<file path="src/design/pattern_output_pkg.sv">
// shared constants and types of the pattern output unit
// Functional notes
// - non-overlap group: match A copies every enabled next-data bit into output
// - non-overlap group: match B copies only enabled next-data bits that are 0
// - non-overlap: outputs fall at match B, rise later at match A
// - non-overlap mode is chosen separately for each 4-bit group
// - channel in capture mode triggers on its input capture instead of match A
// - a pin drives the pattern only when its function field is 11
// - each channel's effective match A also raises its DMA request for refilling, whether or not a group selects it
// - bits with enable 0 never copy and keep their output
// - 2-bit trigger select per group picks channel 0..3; reset selects channel 3
// - ordinary group updates only on match A of its channel
package pattern_output_pkg;

    localparam int NUM_GROUPS   = 4;
    localparam int NUM_CHANNELS = 4;
    localparam int DATA_WIDTH   = 16;

    localparam logic [7:0] OFFSET_NEXT_DATA   = 8'h00;
    localparam logic [7:0] OFFSET_NEXT_ENABLE = 8'h04;
    localparam logic [7:0] OFFSET_TRIGGER_SEL = 8'h08;
    localparam logic [7:0] OFFSET_MODE        = 8'h0c;
    localparam logic [7:0] OFFSET_PORT_OUTPUT = 8'h10;
    localparam logic [7:0] OFFSET_PORT_FUNC   = 8'h14;

    localparam logic [15:0] RESET_NEXT_DATA   = 16'h0000;
    localparam logic [15:0] RESET_NEXT_ENABLE = 16'h0000;
    localparam logic [7:0]  RESET_TRIGGER_SEL = 8'hff;
    localparam logic [3:0]  RESET_MODE        = 4'h0;
    localparam logic [3:0]  MODE_RESERVED     = 4'hf;
    localparam logic [15:0] RESET_PORT_OUTPUT = 16'h0000;
    localparam logic [31:0] RESET_PORT_FUNC   = 32'h0000_0000;

    localparam logic [1:0]  PIN_FUNC_PATTERN  = 2'b11;

    typedef enum logic [0:0] {
        MODE_ORDINARY   = 1'b0,
        MODE_NONOVERLAP = 1'b1
    } group_mode_type;

    typedef struct packed {
        logic [7:0]  addr;
        logic        write;
        logic [31:0] wdata;
    } bus_req_type;

    typedef struct packed {
        logic [3:0] match_a;
        logic [3:0] match_b;
        logic [3:0] capture_a;
        logic [3:0] capture_mode;
    } timer_event_type;

endpackage

</file>
<file path="src/design/pattern_output_unit.sv">
// pattern output unit: registers, timer trigger selection, output data and pins
//
// The APB register port and the register addresses were left to the implementer.
`timescale 1ns/100ps
`default_nettype none
module pattern_output_unit (
    // clock and reset
    input  wire logic                              pclk,
    input  wire logic                              presetn,
    // apb
    input  wire logic                              psel,
    input  wire logic                              penable,
    input  wire logic                              pwrite,
    input  wire logic [7:0]                        paddr,
    input  wire logic [31:0]                       pwdata,
    output logic [31:0]                            prdata,
    output logic                                   pready,
    output logic                                   pslverr,
    // timer events, one-cycle pulses per channel
    input  wire pattern_output_pkg::timer_event_type timer_events,
    // dma activation per channel
    output logic [3:0]                             dma_req,
    // pattern pins
    output logic [15:0]                            pattern_pin_out,
    output logic [15:0]                            pattern_pin_oe_n
);

    pattern_output_pkg::bus_req_type req;
    logic                            write_stb;
    logic                            mapped;
    logic [31:0]                     read_value;

    logic [15:0] next_data_reg;
    logic [15:0] next_data_enable;
    logic [7:0]  trigger_select_reg;
    logic [3:0]  group_overlap_mode_reg;
    logic [15:0] output_data_reg;
    logic [31:0] port_b_function_reg;

    logic [3:0]  event_a;
    logic [3:0]  event_b;
    logic [15:0] base_data;
    logic [15:0] next_output;
    logic [3:0]  group_fired;

    function automatic logic is_mapped(input logic [7:0] addr);
        if (addr == pattern_output_pkg::OFFSET_NEXT_DATA) begin
            return 1'b1;
        end else if (addr == pattern_output_pkg::OFFSET_NEXT_ENABLE) begin
            return 1'b1;
        end else if (addr == pattern_output_pkg::OFFSET_TRIGGER_SEL) begin
            return 1'b1;
        end else if (addr == pattern_output_pkg::OFFSET_MODE) begin
            return 1'b1;
        end else if (addr == pattern_output_pkg::OFFSET_PORT_OUTPUT) begin
            return 1'b1;
        end else if (addr == pattern_output_pkg::OFFSET_PORT_FUNC) begin
            return 1'b1;
        end else begin
            return 1'b0;
        end
    endfunction

    function automatic logic hit(input logic stb, input logic [7:0] addr,
                                 input logic [7:0] offset);
        return stb && (addr == offset);
    endfunction

    apb_register_port u_apb (
        .pclk       (pclk),
        .presetn    (presetn),
        .psel       (psel),
        .penable    (penable),
        .pwrite     (pwrite),
        .paddr      (paddr),
        .pwdata     (pwdata),
        .prdata     (prdata),
        .pready     (pready),
        .pslverr    (pslverr),
        .mapped     (mapped),
        .read_value (read_value),
        .req        (req),
        .write_stb  (write_stb)
    );

    assign mapped = is_mapped(req.addr);

    // read mux
    always_comb begin
        if (req.addr == pattern_output_pkg::OFFSET_NEXT_DATA) begin
            read_value = {16'h0000, next_data_reg};
        end else if (req.addr == pattern_output_pkg::OFFSET_NEXT_ENABLE) begin
            read_value = {16'h0000, next_data_enable};
        end else if (req.addr == pattern_output_pkg::OFFSET_TRIGGER_SEL) begin
            read_value = {24'h00_0000, trigger_select_reg};
        end else if (req.addr == pattern_output_pkg::OFFSET_MODE) begin
            read_value = {24'h00_0000, pattern_output_pkg::MODE_RESERVED,
                          group_overlap_mode_reg};
        end else if (req.addr == pattern_output_pkg::OFFSET_PORT_OUTPUT) begin
            read_value = {16'h0000, output_data_reg};
        end else if (req.addr == pattern_output_pkg::OFFSET_PORT_FUNC) begin
            read_value = port_b_function_reg;
        end else begin
            read_value = 32'h0000_0000;
        end
    end

    // configuration registers
    always_ff @(posedge pclk or negedge presetn) begin
        if (!presetn) begin
            next_data_enable       <= pattern_output_pkg::RESET_NEXT_ENABLE;
            trigger_select_reg     <= pattern_output_pkg::RESET_TRIGGER_SEL;
            group_overlap_mode_reg <= pattern_output_pkg::RESET_MODE;
            port_b_function_reg    <= pattern_output_pkg::RESET_PORT_FUNC;
        end else if (write_stb) begin
            if (req.addr == pattern_output_pkg::OFFSET_NEXT_ENABLE) begin
                next_data_enable <= req.wdata[15:0];
            end else if (req.addr == pattern_output_pkg::OFFSET_TRIGGER_SEL) begin
                trigger_select_reg <= req.wdata[7:0];
            end else if (req.addr == pattern_output_pkg::OFFSET_MODE) begin
                group_overlap_mode_reg <= req.wdata[3:0];
            end else if (req.addr == pattern_output_pkg::OFFSET_PORT_FUNC) begin
                port_b_function_reg <= req.wdata;
            end
        end
    end

    // next data, refilled by software or dma
    always_ff @(posedge pclk or negedge presetn) begin
        if (!presetn) begin
            next_data_reg <= pattern_output_pkg::RESET_NEXT_DATA;
        end else if (hit(write_stb, req.addr, pattern_output_pkg::OFFSET_NEXT_DATA)) begin
            next_data_reg <= req.wdata[15:0];
        end
    end

    // capture replaces match A on channels in capture mode
    assign event_a = (timer_events.match_a & ~timer_events.capture_mode)
                   | (timer_events.capture_a & timer_events.capture_mode);
    assign event_b = timer_events.match_b;

    // software write first, trigger transfer on top
    assign base_data = hit(write_stb, req.addr, pattern_output_pkg::OFFSET_PORT_OUTPUT)
                     ? req.wdata[15:0] : output_data_reg;

    genvar g;
    generate
        for (g = 0; g < pattern_output_pkg::NUM_GROUPS; g++) begin : gen_group
            group_transfer u_group (
                .trigger_sel (trigger_select_reg[2*g +: 2]),
                .mode        (pattern_output_pkg::group_mode_type'(group_overlap_mode_reg[g])),
                .event_a     (event_a),
                .event_b     (event_b),
                .next_bits   (next_data_reg[4*g +: 4]),
                .enable_bits (next_data_enable[4*g +: 4]),
                .current     (base_data[4*g +: 4]),
                .result      (next_output[4*g +: 4]),
                .fired       (group_fired[g])
            );
        end
    endgenerate

    // output data register
    always_ff @(posedge pclk or negedge presetn) begin
        if (!presetn) begin
            output_data_reg <= pattern_output_pkg::RESET_PORT_OUTPUT;
        end else begin
            output_data_reg <= next_output;
        end
    end

    // dma activation on the effective match A
    always_ff @(posedge pclk or negedge presetn) begin
        if (!presetn) begin
            dma_req <= 4'h0;
        end else begin
            dma_req <= event_a;
        end
    end

    // pins
    assign pattern_pin_out = output_data_reg;
    always_comb begin
        for (int i = 0; i < 16; i++) begin
            pattern_pin_oe_n[i] = (port_b_function_reg[2*i +: 2]
                                   != pattern_output_pkg::PIN_FUNC_PATTERN);
        end
    end

    // checks
    logic port_write;
    logic g0_a;
    logic g0_b;
    logic g1_a;
    logic g1_b;
    logic g3_a;
    logic any_event;
    assign port_write = hit(write_stb, req.addr, pattern_output_pkg::OFFSET_PORT_OUTPUT);
    assign g0_a = event_a[trigger_select_reg[1:0]];
    assign g0_b = event_b[trigger_select_reg[1:0]];
    assign g1_a = event_a[trigger_select_reg[3:2]];
    assign g1_b = event_b[trigger_select_reg[3:2]];
    assign g3_a = event_a[trigger_select_reg[7:6]];
    assign any_event = (event_a != 4'h0) || (event_b != 4'h0);
endmodule // pattern_output_unit
`default_nettype wire

</file>
<file path="src/design/apb_register_port.sv">
// apb slave front end: strobes, registered read data, error on unmapped
`timescale 1ns/100ps
`default_nettype none
module apb_register_port (
    // clock and reset
    input  wire logic                              pclk,
    input  wire logic                              presetn,
    // apb
    input  wire logic                              psel,
    input  wire logic                              penable,
    input  wire logic                              pwrite,
    input  wire logic [7:0]                        paddr,
    input  wire logic [31:0]                       pwdata,
    output logic [31:0]                            prdata,
    output logic                                   pready,
    output logic                                   pslverr,
    // register side
    input  wire logic                              mapped,
    input  wire logic [31:0]                       read_value,
    output pattern_output_pkg::bus_req_type        req,
    output logic                                   write_stb
);

    assign req = {paddr, pwrite, pwdata};

    // zero-wait access phase
    assign pready    = psel & penable;
    assign pslverr   = psel & penable & ~mapped;
    assign write_stb = psel & penable & pwrite & mapped;

    // read data captured in setup phase
    always_ff @(posedge pclk or negedge presetn) begin
        if (!presetn) begin
            prdata <= 32'h0000_0000;
        end else if (psel && !penable && !pwrite) begin
            prdata <= mapped ? read_value : 32'h0000_0000;
        end
    end

endmodule // apb_register_port
`default_nettype wire

</file>
<file path="src/design/group_transfer.sv">
// next-data to output transfer for one 4-bit group
`timescale 1ns/100ps
`default_nettype none
module group_transfer (
    // configuration
    input  wire logic [1:0]                        trigger_sel,
    input  wire pattern_output_pkg::group_mode_type mode,
    // timer events per channel
    input  wire logic [3:0]                        event_a,
    input  wire logic [3:0]                        event_b,
    // data
    input  wire logic [3:0]                        next_bits,
    input  wire logic [3:0]                        enable_bits,
    input  wire logic [3:0]                        current,
    output logic [3:0]                             result,
    output logic                                   fired
);

    logic fire_a;
    logic fire_b;

    assign fire_a = event_a[trigger_sel];
    assign fire_b = event_b[trigger_sel] && (mode == pattern_output_pkg::MODE_NONOVERLAP);
    assign fired  = fire_a | fire_b;

    always_comb begin
        result = current;
        if (fire_a) begin
            // all enabled bits, any value
            result = (next_bits & enable_bits) | (current & ~enable_bits);
        end else if (fire_b) begin
            // only enabled zeros: outputs may fall, never rise
            result = current & ~(enable_bits & ~next_bits);
        end
    end

endmodule // group_transfer
`default_nettype wire

</file>
<file path="config.mk">
export PLATFORM = sky130hd
export DESIGN_NAME = pattern_output_unit
export DESIGN_NICKNAME = d
export VERILOG_FILES = /design/src/design/pattern_output_pkg.sv /design/src/design/pattern_output_unit.sv /design/src/design/apb_register_port.sv /design/src/design/group_transfer.sv
export SDC_FILE = /design/constraint.sdc
export NUM_CORES = 1
export LEC_CHECK = 0
export BUFFER_PORTS_ARGS = -buffer_cell sky130_fd_sc_hd__buf_4
export CORE_UTILIZATION = 55
export CTS_CLUSTER_DIAMETER = 200
export DETAILED_ROUTE_END_ITERATION = 16
export PLACE_DENSITY = 0.8
export SLEW_MARGIN = 10
export SYNTH_ARGS = -nofsm -noshare
export SYNTH_HDL_FRONTEND = slang
export SYNTH_SLANG_ARGS = --single-unit
</file>
<file path="constraint.sdc">
create_clock -name pclk -period 4.44 [get_ports pclk]
set_input_delay 1.11 -clock pclk [delete_from_list [all_inputs] [get_ports pclk]]
set_output_delay 1.11 -clock pclk [all_outputs]
set_load 0.005 [all_outputs]
</file>
==> impl_metrics.ini <==
[cts]
cts_tree = built
clkSlewWorstSetupHoldPaths_ps = 60
cts-root-buf = clkbuf_8
insertion_delay_ps = 530
postCtsSetupBuffers = 0
tritoncts_num_sinks = 128
numCtsBuffers = 17
htreeDepth = 4
cts_resized = 0
cts_hold_buffers = 0
max-clock-path-buffers = 2

[sta]
clock-skew-final_ps = 7.26
fin_crit_ps = 3360
timing.final.setup_violations = 0
layout_worst_path_cycle_share_pct = 75.7
max_slew.worst_pin.slew_ps = 545
final_slew_viol_count = 0
final_report_hold_violation_count = 0
worst_slew_margin_rel_pct = 62.6
fin_setup_tns_ps = 0
rsz0062_at_grt = false
peak_freq_mhz = 298

[die]
die_area_um2 = 11500
die_w_um = 107
floorplan.die.height_um = 107
io_pins = 131
initial_utilization_pct = 56.3
core_area_um2 = 10800
fp-row-count = 38

[logic_synthesis]
syn-num-nets = 567
ys_ff_latch = 128
yosys_warnings = 0
synth.yosys.seq_area_share_pct = 52.8
post-synth-top-count-cell = dfrtp_1
synthFlopType = dfrtp_1
synth_top_area_share_pct = 49.4
synthDistinctLibCells = 46
synth_top_cells_by_count = 120 x dfrtp_1, 75 x mux2_2, 49 x nand2_1
edff_count_synth = 0
post_synth_inst_count = 506
netlist_area_um2 = 6080
ys_async_sr_fraction_pct = 100
synth_top_cell_by_area = dfrtp_1
avgSynthCellArea_um2 = 12.0
synth_top_cells_by_area = dfrtp_1 49%, mux2_2 14%, mux2i_1 4.3%

[placed_design]
io_buffer_count = 130
placer_s_final_routability_congestion_estimate = 0.822
dpl_hpwl_um = 11000

[finish]
register_area_um2 = 3210
post_route_cells_drive_above_1_share_pct = 41.4
nFillCells = 740
layout.nets = 703
area_taken_by_multi_input_logic_gates_um2 = 2680
syn2layout_area_growth_pct = 27.3
diodes_inserted = 0

[critical_path]
r2r_end = pattern_pin_out[5]
crit_path_end = pslverr
critPathMaxStageDelay_ps = 480
worst_r2r_startpoint = trigger_select_reg[2]
cp_cell_sequence = buf_4, nor3_2, and3_1, nor2b_1, buf_4
worst_endpoint_required_time_ps = 3330
worst-r2r-cell-count = 4
worst_path_most_repeated_cell = buf_4
regToRegSetupSlack_ps = 2630
timing.critical_path.from = paddr[5]
crit_path_max_fanout = 7
timing.critical_path.slowest_stage_cell = nor3_2
critical_path_arrival_ps = 2250
path_class = primary input to primary output
start_kind = primary input
critical_path.endpoint_type = primary output

[routing]
num_vias = 4927
routed_wire_length_per_instance_um = 20.3
routed_wl_um = 16100
count_of_unresolved_drc_violations_after_routing = 0
final_antenna_net_count = 0
viasPerCell = 6.20
first_pass_iters = 6
drt-initial-drc-count = 367

[pwr]
p_sw_mw = 0.592
internal_power_mw = 2.00
power.switching_fraction_pct = 22.8
finalPower_mw = 2.60
comb_power_share_pct = 7.2
vdd.ir_drop.worst_mv = 0.243
leakagePower_nw = 3.99
pwr_cell_area_nw_per_um2 = 335
clock_power_share_pct = 46.7
power.share.sequential_pct = 46.1

[global_route]
grt_first_pass_wirelength_um = 24900
number_of_antenna_violations_at_the_first_check_in_global_routing = 0
number_of_global_route_vias_before_repair = 4869
grt_total_ovfl = 0
grt_max_degree = 91
groute.usage.overall_pct = 29.3

[job]
drv.max_cap_violation_count = 0

[hold_path]
min_path_type = primary input to asynchronous set/reset pin

[run_status]
status = complete, no violations
==> critical path, delay by kind of cell <==
family | cells | cell delay (ps)
AND/OR/NAND/NOR | 3 | 890
buffers and inverters | 2 | 250
==> how the worst min path moves through the flow <==
stage / end / slack, ps / cells after the start
2_1_floorplan: pattern_pin_out[9] / 460 / 1
3_3_place_gp: u_apb.prdata[12] / 470 / 2
3_5_place_dp: u_apb.prdata[15] / 480 / 2
4_1_cts: u_apb.prdata[15] / 490 / 2
5_1_grt: u_apb.prdata[10] / 490 / 1
6_report: u_apb.prdata[10] / 490 / 1
==> area by class of cell <==
cell class,count,share of cell area [%]
clock buffer,25,6.26
timing repair buffer,141,13.9
tap,140,2.26
clock inverter,7,0.453
inverter,21,1.02
sequential,128,41.5
multi-input combinational,333,34.6
==> cells in the final DEF, fill, tap and decap left out, drive strengths merged, types with 2 or more instances in the layout <==
cell type	instances
buf	141
dfrtp	120
mux2	76
nand2	50
o21ai	34
a21oi	29
mux2i	26
clkbuf	25
inv	21
nor2	20
a22o	18
a21o	16
mux4	10
dfstp	8
a221oi	7
clkinv	7
o221ai	6
a32o	5
nand3b	4
nand4	4
and3	3
or3	3
nor4b	2
nand2b	2
o31ai	2
o2bb2ai	2
nand3	2
and2	2
==> logic make-up after synthesis <==
family	synth area share (%)
and+or+nand+nor	8.44
buffers and inverters	3.17
DFF	52.8
muxes	22.1
AOI/OAI and AO/OA	13.5
==> layer usage <==
| metal | wire length [um] | GRT usage, % | share of wire [%] | vias to the layer above |
|---|---|---|---|---|
| li1 | - | - | - | 2129 |
| met1 | 6400 | 36.8 | 40 | 2485 |
| met2 | 8050 | 47.7 | 50 | 258 |
| met3 | 1100 | 7.11 | 6.8 | 55 |
| met4 | 574 | 14.3 | 3.6 | 0 |
| met5 | 0 | 0 | 0 | - |
==> power groups by stage <==
stage / Clock (mW) / Combinational (mW) / Sequential (mW)
after floorplan: 0 / 0.0693 / 1.21
after global placement: 0 / 0.175 / 1.22
after detailed placement: 0 / 0.182 / 1.22
after CTS: 1.23 / 0.184 / 1.20
after global routing: 1.27 / 0.201 / 1.20
final: 1.21 / 0.186 / 1.20
==> per-stage QoR <==
step / cell area (um2) / cells / util [%] / worst slack [ps] / hold slack (ps)
CTS: 7710 / 794 / 71.5 / 1090 / 493
global placement: 7190 / 762 / 66.6 / 1110 / 467
floorplan: 6080 / 506 / - / 1550 / 457
finish: 7740 / 795 / 71.7 / 1080 / 487
global route: 7740 / 795 / 71.7 / 988 / 491
detailed placement: 7190 / 762 / 66.6 / 1100 / 481
Note: power is estimated with default switching activity, not from simulation.
